[src/rtl/prime_run_pkg.sv]
// Shared constants and types for the prime power run sequencer.
package prime_run_pkg;
  // ----------------------------------------
  // Time base
  // ----------------------------------------
  localparam int CLK_PERIOD_NS = 10;
  localparam int SEC_NS = 1_000_000_000;
  localparam int SEC_CYCLES = SEC_NS / CLK_PERIOD_NS;
  localparam int TW = 24;
  localparam int DW = 12;
  localparam logic [TW-1:0] MINUTE_S = 24'h00003c;
  localparam logic [TW-1:0] HOUR_S = 24'h000e10;
  localparam logic [TW-1:0] DAY_S = 24'h015180;
  // ----------------------------------------
  // Delay defaults and limits, in seconds
  // ----------------------------------------
  localparam logic [DW-1:0] DEF_START_S1 = 12'h003;
  localparam logic [DW-1:0] DEF_START_S2 = 12'h003;
  localparam logic [DW-1:0] DEF_COOL_S1 = 12'h002;
  localparam logic [DW-1:0] DEF_COOL_S2 = 12'h005;
  localparam logic [DW-1:0] DEF_XFR_P2S = 12'h003;
  localparam logic [DW-1:0] DEF_XFR_S2P = 12'h384;
  localparam logic [DW-1:0] DEF_OFF = 12'h001;
  localparam logic [DW-1:0] DEF_ACQ_PREF = 12'h03c;
  localparam logic [DW-1:0] DEF_ACQ_STBY = 12'h03c;
  localparam logic [DW-1:0] DEF_SYNC = 12'h03c;
  localparam logic [DW-1:0] DEF_INPHASE = 12'h01e;
  localparam logic [DW-1:0] DEF_LOAD = 12'h000;
  localparam logic [DW-1:0] MAX_DLY = 12'he10;
  localparam logic [DW-1:0] MIN_OFF = 12'h001;
  localparam logic [DW-1:0] MIN_SYNC = 12'h00a;
  localparam logic [DW-1:0] MAX_SYNC = 12'h384;
  // ----------------------------------------
  // Sequencer states
  // ----------------------------------------
  typedef enum logic [9:0] {
    ST_IDLE = 10'h001,
    ST_START = 10'h002,
    ST_ACQUIRE = 10'h004,
    ST_XFR = 10'h008,
    ST_SYNC = 10'h010,
    ST_OPEN = 10'h020,
    ST_OFF = 10'h040,
    ST_OVERLAP = 10'h080,
    ST_CLOSE = 10'h100,
    ST_RUN = 10'h200
  } seq_state_t;
endpackage

[src/rtl/prime_power_run_sequencer.sv]
// Prime power run sequencer alternating a load between two generator sets.
//
// Contract
// - Each generator runs its own duration, then alternate.
// - Offer run only in dual generator mode.
// - No prime power on service entrance models.
// - Saved start stores durations and begins sequence.
// - Saved stop in protected setup ends sequence.
// - Show countdown of running generator's remaining time.
// - Closed transition overlaps; others break before make.
// - Running generator becomes the preferred source.
// - End button cuts run, transfers to alternate.
// - Outgoing generator cools down, then start drops.
// - Start contact held closed through cool-down delay.
// - Engine start delay before start, default 3s.
// - Cool-down defaults: source 2 5s, source 1 2s.
// - Transfer delay 3s/15min defaults, up to 60min.
// - Off-position delay on programmed transition, default 1s.
// - Fail-to-acquire fault when source never becomes available.
// - Sync timeout invokes programmed-transition override.
// - In-phase window expiry raises fail-to-sync fault.
// - Per-load disconnect and reconnect delays per direction.
// - Longest disconnect delay sets time before transfer.
`timescale 1ns/1ps
`default_nettype none
module prime_power_run_sequencer
  import prime_run_pkg::*;
#(
  parameter int NUM_LOADS = 9,
  parameter int TICK_CYCLES = SEC_CYCLES
)
(
  input wire logic ref_clk,
  input wire logic sys_rst,
  input wire logic dual_gen_mode,
  input wire logic service_entrance,
  input wire logic closed_transition,
  input wire logic programmed_transition,
  input wire logic inphase_enable,
  input wire logic cfg_custom,
  input wire logic [6:0] run_days_s1,
  input wire logic [4:0] run_hours_s1,
  input wire logic [5:0] run_mins_s1,
  input wire logic [6:0] run_days_s2,
  input wire logic [4:0] run_hours_s2,
  input wire logic [5:0] run_mins_s2,
  input wire logic [2*DW-1:0] start_dly,
  input wire logic [2*DW-1:0] cool_dly,
  input wire logic [DW-1:0] xfr_p2s_dly,
  input wire logic [DW-1:0] xfr_s2p_dly,
  input wire logic [DW-1:0] off_p2s_dly,
  input wire logic [DW-1:0] off_s2p_dly,
  input wire logic [DW-1:0] preferred_acquire_timeout,
  input wire logic [DW-1:0] standby_acquire_timeout,
  input wire logic [DW-1:0] sync_timeout,
  input wire logic [DW-1:0] inphase_window,
  input wire logic [2*NUM_LOADS*DW-1:0] load_disc_dly,
  input wire logic [2*NUM_LOADS*DW-1:0] load_rec_dly,
  input wire logic setup_unlocked,
  input wire logic event_save,
  input wire logic event_start,
  input wire logic end_td_button,
  input wire logic [1:0] src_avail,
  input wire logic in_sync,
  input wire logic in_phase,
  output logic [1:0] gen_start_r,
  output logic [1:0] src_close_r,
  output logic preferred_is_s2_r,
  output logic run_active_r,
  output logic prime_offered_r,
  output logic [TW-1:0] countdown_r,
  output logic fault_acq_pref_r,
  output logic fault_acq_stby_r,
  output logic fault_sync_r,
  output logic ptrans_override_r,
  output logic [NUM_LOADS-1:0] load_shed_r
);
  initial
  begin
    if (NUM_LOADS < 1 || NUM_LOADS > 9 || TICK_CYCLES < 2)
      $error("prime_power_run_sequencer: unsupported parameter value");
  end

  // ----------------------------------------
  // Time base and timers
  // ----------------------------------------
  seq_state_t state_r, state_nxt;
  logic tick, tmr_load, tmr_done, cool_load, cool_done;
  logic [TW-1:0] tmr_val, tmr_cnt, cool_cnt;
  logic tgt_r, first_r, cool_busy_r, cool_gen_r;
  logic [TW-1:0] run_s1_r, run_s2_r;
  logic [DW-1:0] elapsed_r;

  sec_tick #(.CYCLES(TICK_CYCLES)) u_tick (
    .ref_clk(ref_clk),
    .sys_rst(sys_rst),
    .tick(tick)
  );

  sec_timer u_main_tmr (
    .ref_clk(ref_clk),
    .sys_rst(sys_rst),
    .tick(tick),
    .load(tmr_load),
    .load_val(tmr_val),
    .count(tmr_cnt),
    .done(tmr_done)
  );

  sec_timer u_cool_tmr (
    .ref_clk(ref_clk),
    .sys_rst(sys_rst),
    .tick(tick),
    .load(cool_load),
    .load_val(cool_dly_sel(~tgt_r)),
    .count(cool_cnt),
    .done(cool_done)
  );

  // ----------------------------------------
  // Delay selection with defaults and limits
  // ----------------------------------------
  function automatic logic [DW-1:0] lim(input logic [DW-1:0] v,
                                        input logic [DW-1:0] lo,
                                        input logic [DW-1:0] hi);
    lim = (v < lo) ? lo : ((v > hi) ? hi : v);
  endfunction

  function automatic logic [TW-1:0] start_dly_sel(input logic s);
    logic [DW-1:0] d;
    d = s ? DEF_START_S2 : DEF_START_S1;
    if (cfg_custom)
      d = start_dly[s*DW +: DW];
    start_dly_sel = TW'(d);
  endfunction

  function automatic logic [TW-1:0] cool_dly_sel(input logic s);
    logic [DW-1:0] d;
    d = s ? DEF_COOL_S2 : DEF_COOL_S1;
    if (cfg_custom)
      d = lim(cool_dly[s*DW +: DW], 12'h000, MAX_DLY);
    cool_dly_sel = TW'(d);
  endfunction

  logic incoming_ok, both_ok, acq_pref;
  logic [DW-1:0] xfr_sel, off_sel, acq_sel, sync_sel, ph_sel, xfr_total;
  logic [DW-1:0] disc [NUM_LOADS];
  logic [DW-1:0] rec [NUM_LOADS];

  assign incoming_ok = src_avail[tgt_r];
  assign both_ok = &src_avail;
  assign acq_pref = (tgt_r == preferred_is_s2_r);

  always_comb
  begin
    if (cfg_custom)
    begin
      xfr_sel = lim(first_r ? xfr_s2p_dly : xfr_p2s_dly, 12'h000, MAX_DLY);
      off_sel = lim(first_r ? off_s2p_dly : off_p2s_dly, MIN_OFF, MAX_DLY);
      acq_sel = lim(acq_pref ? preferred_acquire_timeout : standby_acquire_timeout,
                    12'h000, MAX_DLY);
      sync_sel = lim(sync_timeout, MIN_SYNC, MAX_SYNC);
      ph_sel = inphase_window;
    end
    else
    begin
      xfr_sel = first_r ? DEF_XFR_S2P : DEF_XFR_P2S;
      off_sel = DEF_OFF;
      acq_sel = acq_pref ? DEF_ACQ_PREF : DEF_ACQ_STBY;
      sync_sel = DEF_SYNC;
      ph_sel = DEF_INPHASE;
    end
    xfr_total = xfr_sel;
    for (int i = 0; i < NUM_LOADS; i++)
    begin
      if (both_ok && disc[i] > xfr_total)
        xfr_total = disc[i];
    end
  end

  // ----------------------------------------
  // Per-load disconnect and reconnect
  // ----------------------------------------
  for (genvar i = 0; i < NUM_LOADS; i++)
  begin : g_load
    assign disc[i] = cfg_custom
      ? lim(load_disc_dly[(tgt_r*NUM_LOADS+i)*DW +: DW], 12'h000, MAX_DLY) : DEF_LOAD;
    assign rec[i] = cfg_custom
      ? lim(load_rec_dly[(tgt_r*NUM_LOADS+i)*DW +: DW], 12'h000, MAX_DLY) : DEF_LOAD;

    always_ff @(posedge ref_clk)
    begin
      if (sys_rst || state_r == ST_IDLE)
        load_shed_r[i] <= 1'b0;
      else if (state_r == ST_XFR && both_ok && tmr_cnt <= TW'(disc[i]))
        load_shed_r[i] <= 1'b1;
      else if (state_r == ST_RUN && elapsed_r >= rec[i])
        load_shed_r[i] <= 1'b0;
    end
  end

  // ----------------------------------------
  // Sequencer
  // ----------------------------------------
  logic start_req, stop_req;
  assign start_req = event_save && event_start && setup_unlocked
                     && dual_gen_mode && !service_entrance;
  assign stop_req = event_save && !event_start && setup_unlocked;

  always_comb
  begin
    state_nxt = state_r;
    tmr_load = 1'b0;
    tmr_val = '0;
    if (stop_req)
      state_nxt = ST_IDLE;
    else if (start_req)
    begin
      state_nxt = ST_START;
      tmr_load = 1'b1;
      tmr_val = start_dly_sel(1'b0);
    end
    else
    begin
      case (state_r)
        ST_START:
          if (tmr_done)
          begin
            state_nxt = ST_ACQUIRE;
            tmr_load = 1'b1;
            tmr_val = TW'(acq_sel);
          end
        ST_ACQUIRE:
          if (incoming_ok)
          begin
            state_nxt = ST_XFR;
            tmr_load = 1'b1;
            tmr_val = TW'(xfr_total);
          end
        ST_XFR:
          if (!incoming_ok)
          begin
            state_nxt = ST_ACQUIRE;
            tmr_load = 1'b1;
            tmr_val = TW'(acq_sel);
          end
          else if (tmr_done)
          begin
            tmr_load = 1'b1;
            if (both_ok && (closed_transition || inphase_enable))
            begin
              state_nxt = ST_SYNC;
              tmr_val = TW'(closed_transition ? sync_sel : ph_sel);
            end
            else
              state_nxt = ST_OPEN;
          end
        ST_SYNC:
          if (closed_transition && in_sync)
            state_nxt = ST_OVERLAP;
          else if ((!closed_transition && in_phase) || tmr_done)
            state_nxt = ST_OPEN;
        ST_OPEN:
        begin
          state_nxt = programmed_transition ? ST_OFF : ST_CLOSE;
          tmr_load = 1'b1;
          tmr_val = TW'(off_sel);
        end
        ST_OFF:
          if (tmr_done)
            state_nxt = ST_CLOSE;
        ST_OVERLAP:
          state_nxt = ST_CLOSE;
        ST_CLOSE:
        begin
          state_nxt = ST_RUN;
          tmr_load = 1'b1;
          tmr_val = tgt_r ? run_s2_r : run_s1_r;
        end
        ST_RUN:
          if (tmr_done || end_td_button)
          begin
            state_nxt = ST_START;
            tmr_load = 1'b1;
            tmr_val = start_dly_sel(~tgt_r);
          end
        default:
          state_nxt = ST_IDLE;
      endcase
    end
  end

  always_ff @(posedge ref_clk)
  begin
    if (sys_rst)
      state_r <= ST_IDLE;
    else
      state_r <= state_nxt;
  end

  always_ff @(posedge ref_clk)
  begin
    if (sys_rst || stop_req)
      run_active_r <= 1'b0;
    else if (start_req)
      run_active_r <= 1'b1;
  end

  always_ff @(posedge ref_clk)
  begin
    if (sys_rst)
      prime_offered_r <= 1'b0;
    else
      prime_offered_r <= dual_gen_mode && !service_entrance;
  end

  always_ff @(posedge ref_clk)
  begin
    if (sys_rst)
    begin
      run_s1_r <= '0;
      run_s2_r <= '0;
    end
    else if (start_req)
    begin
      run_s1_r <= TW'(run_days_s1 * DAY_S) + TW'(run_hours_s1 * HOUR_S)
                  + TW'(run_mins_s1 * MINUTE_S);
      run_s2_r <= TW'(run_days_s2 * DAY_S) + TW'(run_hours_s2 * HOUR_S)
                  + TW'(run_mins_s2 * MINUTE_S);
    end
  end

  always_ff @(posedge ref_clk)
  begin
    if (sys_rst || start_req)
    begin
      tgt_r <= 1'b0;
      first_r <= 1'b1;
    end
    else if (state_r == ST_RUN && state_nxt == ST_START)
      tgt_r <= ~tgt_r;
    else if (state_r == ST_CLOSE)
      first_r <= 1'b0;
  end

  // Swap of the preferred designation and switch contacts.
  always_ff @(posedge ref_clk)
  begin
    if (sys_rst)
    begin
      preferred_is_s2_r <= 1'b0;
      src_close_r <= 2'b00;
    end
    else if (state_r == ST_OPEN)
      src_close_r[~tgt_r] <= 1'b0;
    else if (state_r == ST_OVERLAP)
      src_close_r[tgt_r] <= 1'b1;
    else if (state_r == ST_CLOSE)
    begin
      src_close_r[tgt_r] <= 1'b1;
      src_close_r[~tgt_r] <= 1'b0;
      preferred_is_s2_r <= tgt_r;
    end
  end

  // ----------------------------------------
  // Engine start and cool-down
  // ----------------------------------------
  assign cool_load = (state_r == ST_CLOSE) && gen_start_r[~tgt_r];

  always_ff @(posedge ref_clk)
  begin
    if (sys_rst)
    begin
      cool_busy_r <= 1'b0;
      cool_gen_r <= 1'b0;
    end
    else if (cool_load)
    begin
      cool_busy_r <= 1'b1;
      cool_gen_r <= ~tgt_r;
    end
    else if (cool_done)
      cool_busy_r <= 1'b0;
  end

  always_ff @(posedge ref_clk)
  begin
    if (sys_rst)
      gen_start_r <= 2'b00;
    else
    begin
      if (cool_busy_r && cool_done && !cool_load)
        gen_start_r[cool_gen_r] <= 1'b0;
      if (state_r == ST_START && tmr_done && !stop_req && !start_req)
        gen_start_r[tgt_r] <= 1'b1;
    end
  end

  // ----------------------------------------
  // Countdown, elapsed time and faults
  // ----------------------------------------
  always_ff @(posedge ref_clk)
  begin
    if (sys_rst || state_r != ST_RUN)
      countdown_r <= '0;
    else
      countdown_r <= tmr_cnt;
  end

  always_ff @(posedge ref_clk)
  begin
    if (sys_rst || state_r != ST_RUN)
      elapsed_r <= '0;
    else if (tick && elapsed_r != MAX_DLY)
      elapsed_r <= elapsed_r + 1'b1;
  end

  always_ff @(posedge ref_clk)
  begin
    if (sys_rst || start_req)
    begin
      fault_acq_pref_r <= 1'b0;
      fault_acq_stby_r <= 1'b0;
      fault_sync_r <= 1'b0;
      ptrans_override_r <= 1'b0;
    end
    else
    begin
      if (state_r == ST_ACQUIRE && tmr_done && !incoming_ok)
      begin
        if (acq_pref)
          fault_acq_pref_r <= 1'b1;
        else
          fault_acq_stby_r <= 1'b1;
      end
      if (state_r == ST_SYNC && tmr_done && closed_transition && !in_sync)
        ptrans_override_r <= 1'b1;
      if (state_r == ST_SYNC && tmr_done && !closed_transition && !in_phase)
        fault_sync_r <= 1'b1;
    end
  end
endmodule
`default_nettype wire

[src/rtl/sec_tick.sv]
// One-second tick generator dividing the reference clock.
`timescale 1ns/1ps
`default_nettype none
module sec_tick
  import prime_run_pkg::*;
#(
  parameter int CYCLES = SEC_CYCLES
)
(
  input wire logic ref_clk,
  input wire logic sys_rst,
  output logic tick
);
  localparam int CW = (CYCLES > 2) ? $clog2(CYCLES) : 1;
  localparam logic [CW-1:0] LAST = CW'(CYCLES - 1);
  logic [CW-1:0] div_r;

  always_ff @(posedge ref_clk)
  begin
    if (sys_rst || div_r == LAST)
      div_r <= '0;
    else
      div_r <= div_r + 1'b1;
  end

  assign tick = (div_r == LAST);
endmodule
`default_nettype wire

[src/rtl/sec_timer.sv]
// Loadable seconds down-counter.
`timescale 1ns/1ps
`default_nettype none
module sec_timer
  import prime_run_pkg::*;
(
  input wire logic ref_clk,
  input wire logic sys_rst,
  input wire logic tick,
  input wire logic load,
  input wire logic [TW-1:0] load_val,
  output logic [TW-1:0] count,
  output logic done
);
  logic skip_r;

  // The first tick after a load ends a partial second and is not counted.
  // This keeps a delay of N seconds from running short of N whole seconds.
  always_ff @(posedge ref_clk)
  begin
    if (sys_rst)
      skip_r <= 1'b0;
    else if (load)
      skip_r <= 1'b1;
    else if (tick)
      skip_r <= 1'b0;
  end

  always_ff @(posedge ref_clk)
  begin
    if (sys_rst)
      count <= '0;
    else if (load)
      count <= load_val;
    else if (tick && !skip_r && count != '0)
      count <= count - 1'b1;
  end

  assign done = (count == '0);
endmodule
`default_nettype wire

[config.mk]
export PLATFORM = sky130hd
export DESIGN_NAME = prime_power_run_sequencer
export DESIGN_NICKNAME = d
export VERILOG_FILES = /design/src/rtl/prime_run_pkg.sv /design/src/rtl/prime_power_run_sequencer.sv /design/src/rtl/sec_tick.sv /design/src/rtl/sec_timer.sv
export SDC_FILE = /design/constraint.sdc
export NUM_CORES = 2
export LEC_CHECK = 0
export BUFFER_PORTS_ARGS = -buffer_cell sky130_fd_sc_hd__buf_2
export CORE_MARGIN = 2
export CORE_UTILIZATION = 30
export DETAILED_ROUTE_END_ITERATION = 8
export PLACE_DENSITY = 0.53
export SLEW_MARGIN = 25
export SYNTH_ARGS = -nofsm -noshare
export SYNTH_HDL_FRONTEND = slang
export SYNTH_SLANG_ARGS = --single-unit
[constraint.sdc]
create_clock -name ref_clk -period 26.8 [get_ports ref_clk]
set_input_delay 6.7 -clock ref_clk [delete_from_list [all_inputs] [get_ports ref_clk]]
set_output_delay 6.7 -clock ref_clk [all_outputs]
set_load 0.02 [all_outputs]
After elaboration in Yosys (flattened, before gate mapping)

Index checks and enable logic that the tools add are counted.

Register bits: 195
Bits of input ports: 628
Output and inout port bits: 44
Word-level logic and storage cells: 457

Add/subtract/negate cells: 16
Multipliers: 17
Order comparisons: 79
Equal/unequal tests: 15
Shifts and indexed selects: 20
Muxes and demuxes: 160
Bitwise logic cells: 12
Reduce and logical (&&, ||, !) cells: 105

Operators with widths:

| cell                                                   | number |
|---|---|
| indexed part select 216 x 33 -> 12 bit                 | 9 |
| indexed part select 216 x 11 -> 12 bit                 | 8 |
| two-way mux 12 bit                                     | 93 |
| greater-than comparator 12 bit (second input constant) | 22 |
| < comparator 12 x 1 -> 1 bit (second input constant)   | 22 |
| <= comparator 24 x 12 -> 1 bit                         | 9 |
| indexed part select 216 x 10 -> 12 bit                 | 1 |
| one-hot mux 24 bit (6 select lines)                    | 1 |
| two-way mux 24 bit                                     | 5 |
| two-way mux 10 bit                                     | 11 |
| >= comparator 12 bit                                   | 9 |
| greater-than comparator 12 bit                         | 9 |
| one-hot mux 10 bit (9 select lines)                    | 1 |
| multiplier 6 x 2 -> 8 bit (second input constant)      | 8 |
| logical AND 1 bit                                      | 60 |
| adder 24 x 12 -> 24 bit                                | 2 |
| adder 24 x 17 -> 24 bit                                | 2 |
| logical NOT 24 bit                                     | 2 |
| nonzero test 24 bit                                    | 2 |
| indexed part select 24 x 6 -> 12 bit                   | 2 |
| subtractor 24 x 1 -> 24 bit (second input constant)    | 2 |
| two-way mux 1 bit                                      | 36 |
| multiplier 7 x 10 -> 17 bit (second input constant)    | 2 |
| nonzero test 2 bit                                     | 14 |
| other kinds (45)                                       | 92 |

Depth between registers and ports, before layout

Depth in word-level cells: 39
Depth in mapped cells: 110
Depth with buffers taken out: 98

Modules after synthesis

From an unflattened synthesis, not the netlist that was laid out.

Cell total of the unflattened synthesis: 3831
Area, all modules: 30365.4 um^2

Modules (own cells, without submodules):

| module                    | times used | cells each | area each (um^2) | sequential area each (um^2) |
|---|---|---|---|---|
| prime_power_run_sequencer | 1          | 3320       | 25883.6          | 2282.2 |
| sec_timer                 | 2          | 181        | 1585.3           | 500.5 |
| sec_tick                  | 1          | 149        | 1311.3           | 540.5 |

Least setup slack after synthesis

Ideal clock, no wire load.

Path kind: in2reg
Start point: input port xfr_s2p_dly[0]
End point: register u_main_tmr.count[4]
Library setup time: 0.133 ns
Data arrival time: 25.277 ns
Data required time: 26.667 ns
Setup slack: 1.390 ns
Stages on the path: 100
Buffers on the path: 11
Cells stage by stage: nor4_1 -> a2bb2oi_1 -> o221a_2 -> buf_2 -> a21oi_1 -> o21ai_0 -> inv_1 -> ha_1 -> nor2b_1 -> o21ai_0 -> a211o_1 -> a31o_2 -> clkbuf_1 -> mux2_2 -> ha_1 -> nand4_1 -> a211o_1 -> a311o_1 -> [64 not listed] -> buf_1 -> mux2_2 -> ha_1 -> nor2b_1 -> o21ai_0 -> nand2b_1 -> a21oi_1 -> or3_1 -> o211ai_1 -> o311a_1 -> and2_1 -> buf_1 -> a221oi_1 -> o21ai_0 -> nor4_1 -> a311oi_1 -> a31oi_1 -> a211oi_2

Cells in the longest elaborated chain, start to end: 37
Elaborated cells on any way between the ends: 38
Classes of those cells: order compare: 11; mux: 18; reduce/logical: 9

RTL lines:

| item                                    | line                             | text |
|---|---|---|
| from (decl)                             | prime_power_run_sequencer.sv:50  | `input wire logic [DW-1:0] xfr_s2p_dly,` |
| two-way mux 12 bit (*)                  | prime_power_run_sequencer.sv:158 | `xfr_sel = lim(first_r ? xfr_s2p_dly : xfr_p2s_dly, 12'h000, MAX_DLY);` |
| greater-than comparator 12 bit          | prime_power_run_sequencer.sv:126 | `lim = (v < lo) ? lo : ((v > hi) ? hi : v);` |
| two-way mux 12 bit                      | prime_power_run_sequencer.sv:126 |  |
| two-way mux 12 bit (*)                  | prime_power_run_sequencer.sv:126 |  |
| two-way mux 12 bit (*)                  | prime_power_run_sequencer.sv:156 | `if (cfg_custom)` |
| greater-than comparator 12 bit          | prime_power_run_sequencer.sv:176 | `if (both_ok && disc[i] > xfr_total)` |
| logical AND 1 bit                       | prime_power_run_sequencer.sv:176 |  |
| two-way mux 12 bit (*)                  | prime_power_run_sequencer.sv:176 |  |
| [21 not listed]                         | -                                |  |
| greater-than comparator 12 bit          | prime_power_run_sequencer.sv:176 |  |
| logical AND 1 bit                       | prime_power_run_sequencer.sv:176 |  |
| two-way mux 12 bit (*)                  | prime_power_run_sequencer.sv:176 |  |
| two-way mux 12 bit (*)                  | prime_power_run_sequencer.sv:234 | `if (incoming_ok)` |
| one-hot mux 24 bit (6 select lines) (*) | prime_power_run_sequencer.sv:225 | `case (state_r)` |
| two-way mux 24 bit (*)                  | prime_power_run_sequencer.sv:217 | `else if (start_req)` |
| two-way mux 24 bit (*)                  | prime_power_run_sequencer.sv:215 | `if (stop_req)` |
| two-way mux 24 bit (*)                  | sec_timer.sv:33                  | `else if (load)` |
| to (signal assigned)                    | sec_timer.sv:34                  | `count <= load_val;` |
| to (signal assigned)                    | sec_timer.sv:36                  | `count <= count - 1'b1;` |
| to (decl)                               | sec_timer.sv:12                  | `output logic [TW-1:0] count,` |

Mark *: on every way between the ends. The rest lies on a longest branch, timed or not.
A chain may end at the register's enable or synchronous reset.

Final worst setup path

Ends and elaborated chain as after synthesis.

==> impl_metrics.env <==
export IMPL_crit_family="compound AO/OA/AOI/OAI gates"
export IMPL_max_cap_violations=0
export IMPL_peakVddDrop_v=0.0000496
export IMPL_drtIter0Drc=2158
export IMPL_antenna_found_initial=40
export IMPL_syn_inst=3738
export IMPL_layout_area_seq_um2=3830
export IMPL_core_area_um2=97000
export IMPL_finalSetupViolations=0
export IMPL_endpoint_kind="register"
export IMPL_overflow=0
export IMPL_maxSlewViolCount=0
export IMPL_grt_pass1_vias=29562
export IMPL_worstHoldPathCells=2
export IMPL_finClkSkew_ns=0.0232
export IMPL_dr_max_layer_used="met5"
export IMPL_place_gp_congestion=0.953
export IMPL_post_dp_cell_area_um2=34300
export IMPL_drt_wl_total_um=131000
export IMPL_cts_path_max_buffers=2
export IMPL_worst_setup_path_start_kind="input port"
export IMPL_ys_seq_area_frac=0.130
export IMPL_viasPerCell=5.40
export IMPL_worstPathRequired_ns=27.14
export IMPL_place_inst=5601
export IMPL_tightestPinTransition_ns=1.05
export IMPL_syn_num_nets=4932
export IMPL_wl_met2_um=61600
export IMPL_synth_top_area_share=0.221
export IMPL_clkLatencyLatePin_ns=0.51
export IMPL_tritoncts="done"
export IMPL_ys_warn_count=0
export IMPL_worst_path_stages=95
export IMPL_vias=30634
export IMPL_post_place_ws_ns=-0.0694
export IMPL_start_util=0.304
export IMPL_cts_root_buffer="clkbuf_16"
export IMPL_synth_top_cells_by_count="ha_1, inv_1, nand2_1"
export IMPL_route_antenna_remaining_nets=0
export IMPL_ys_async_sr_fraction=0
export IMPL_synth_edf_count=0
export IMPL_die_h_um=317
export IMPL_syn_cell_area_um2=29500
export IMPL_fin_setup_tns_ns=0
export IMPL_p_leak_nw=17.0
export IMPL_fin_area_um2=35200
export IMPL_synth_top_area_cell="ha_1"
export IMPL_multi_input_area_um2=24100
export IMPL_num_rows=114
export IMPL_final_nets=5557
export IMPL_met3WireLength_um=8090
export IMPL_ys_ff_latch=191
export IMPL_hp_class="register to register"
export IMPL_worst_ep_arrival_time_ns=26.07
export IMPL_firstDrtPassIters=6
export IMPL_powerDensity_nw_per_um2=38.6
export IMPL_grtUsageTotal=0.251
export IMPL_ioPinCount=672
export IMPL_synth_flop_cell="dfxtp_1"
export IMPL_finalPower_mw=1.36
export IMPL_portBuffers=671
export IMPL_fin_util=0.363
export IMPL_grt_pass1_wl_um=188000
export IMPL_timing_final_hold_violations=0
export IMPL_period_share=0.960
export IMPL_htree_levels=4
export IMPL_reg2regPathDepth=94
export IMPL_layout_drive_gt1_share=0.235
export IMPL_fin_cells=5677
export IMPL_critPathMaxStageDelay_ns=0.50
export IMPL_areaGrowthSynthToFinish_pct=19.4
export IMPL_drc_errors=0
export IMPL_synth_most_common_cell="ha_1"
export IMPL_holdWs_ns=0.471
export IMPL_clk_pin_slew_worst_paths_ns=0.08
export IMPL_period_needed_ns=25.72
export IMPL_fmax_mhz=38.9
export IMPL_die_x_um=317
export IMPL_fill_cells=10351
export IMPL_dp_hpwl_um=109000
export IMPL_cp_slowest_cell="or3_4"
export IMPL_critPathKind="input port to register"
export IMPL_grt_max_degree=102
export IMPL_fin_ws_ns=1.08
export IMPL_numClockSinks=191
export IMPL_outcome="completed"
export IMPL_slew_headroom=0.300
export IMPL_crit_top_cell="ha_1"
export IMPL_die_area_um2=101000
export IMPL_synthTopCellsByArea="ha_1, dfxtp_1, mux2_2"
export IMPL_wire_per_inst_um=23.0
export IMPL_syn_area_per_cell_um2=7.88
export IMPL_path_buf_inv=9
export IMPL_synth_cell_types=91
export IMPL_cts_inserted_buffers=17
export IMPL_wl_met1_um=55900
export IMPL_cp_max_fo=16
==> worst register-to-register path, delay by kind of cell, from the launching register on <==
kind / cells / cell delay, ns
compound gates: 38 / 8.01
simple gates: 30 / 4.79
fa+ha+maj: 9 / 2.68
mux: 8 / 2.65
buf+inv: 9 / 1.42
flops: 1 / 0.91
==> registers in the layout, summed over array words and instances, names as in the netlist, 2 cells and up <==
signal,cells
u_tick.div_r,27
countdown_r,24
u_cool_tmr.count,24
u_main_tmr.count,24
run_s1_r,22
run_s2_r,22
elapsed_r,12
state_r,10
load_shed_r,9
gen_start_r,2
src_close_r,2
==> cells by family (layout without fill, tap and decap cells) <==
| family | count (synthesis) | after routing | synth area share |
|---|---|---|---|
| flops | 191 | 191 | 0.130 |
| fa+ha+maj | 566 | 566 | 0.252 |
| buf+inv | 435 | 1072 | 0.0576 |
| simple gates | 1188 | 1188 | 0.202 |
| xor+xnor | 140 | 140 | 0.0416 |
| other cells | 0 | 25 | 0 |
| mux | 315 | 315 | 0.115 |
| compound gates | 903 | 904 | 0.202 |
==> report_power, final <==
| part | switching (mW) | leakage, nW | internal [mW] | total (mW) |
|---|---|---|---|---|
| combinational | 0.446 | 15.1 | 0.346 | 0.792 |
| sequential | 0.00426 | 1.54 | 0.288 | 0.293 |
| clock | 0.144 | 0.293 | 0.128 | 0.272 |
==> per-layer routing <==
layer | global-route usage | up-vias
met2 | 0.434 | 1143
met3 | 0.0435 | 218
met1 | 0.311 | 14317
met5 | 0 | -
met4 | 0.0950 | 18
li1 | - | 14938
==> final cells by class <==
type                            count  share of cell area
Sequential cell                   191               0.109
Inverter                          297              0.0317
Clock inverter                     14             0.00455
Clock buffer                       18              0.0125
Antenna cell                       25             0.00178
Timing Repair Buffer              743               0.111
Multi-Input combinational cell   3113               0.684
Tap cell                         1276              0.0454
==> timing repair <==
action,4_1_cts,5_1_grt
resized for setup,0,20
setup endpoints to repair,0,12
setup buffers,0,18
hold buffers,0,0
==> cell usage in the layout (no fill, tap or decap), drive strengths merged, types with 18 or more instances in the layout <==
cell type  synthesis  routed
inv              297     305
ha               520     520
and2              43      43
a31oi             34      34
o21ai            163     163
clkbuf            80      18
nand2b            64      64
mux2i            145     145
fa                46      46
nor3              85      85
nand2            292     292
nor2b             52      52
diode              0      25
or4               25      25
nor4              69      69
nand4             72      72
or3               34      34
a21oi            263     263
and3              23      23
nand3            130     130
o221ai            18      18
buf               58     743
a21o             144     144
xor2              40      40
nor2             240     240
o21bai            42      42
xnor2            100     100
dfxtp            191     191
a211oi            25      25
mux2             170     170
or2               30      30
a22o              45      45
o22ai             19      19
==> path summary, 6_finish.rpt <==
path / start / endpoint / slack [ns]
max: xfr_s2p_dly[0] / u_main_tmr.count[4]$_SDFFE_PP0P_ / 1.08
min: u_cool_tmr.skip_r$_SDFFE_PP0P_ / u_cool_tmr.skip_r$_SDFFE_PP0P_ / 0.47
max reg2reg: first_r$_SDFFE_PP1P_ / u_main_tmr.count[4]$_SDFFE_PP0P_ / 6.21
min reg2reg: u_cool_tmr.skip_r$_SDFFE_PP0P_ / u_cool_tmr.skip_r$_SDFFE_PP0P_ / 0.47
No activity file was read; power rests on OpenSTA's default activity.
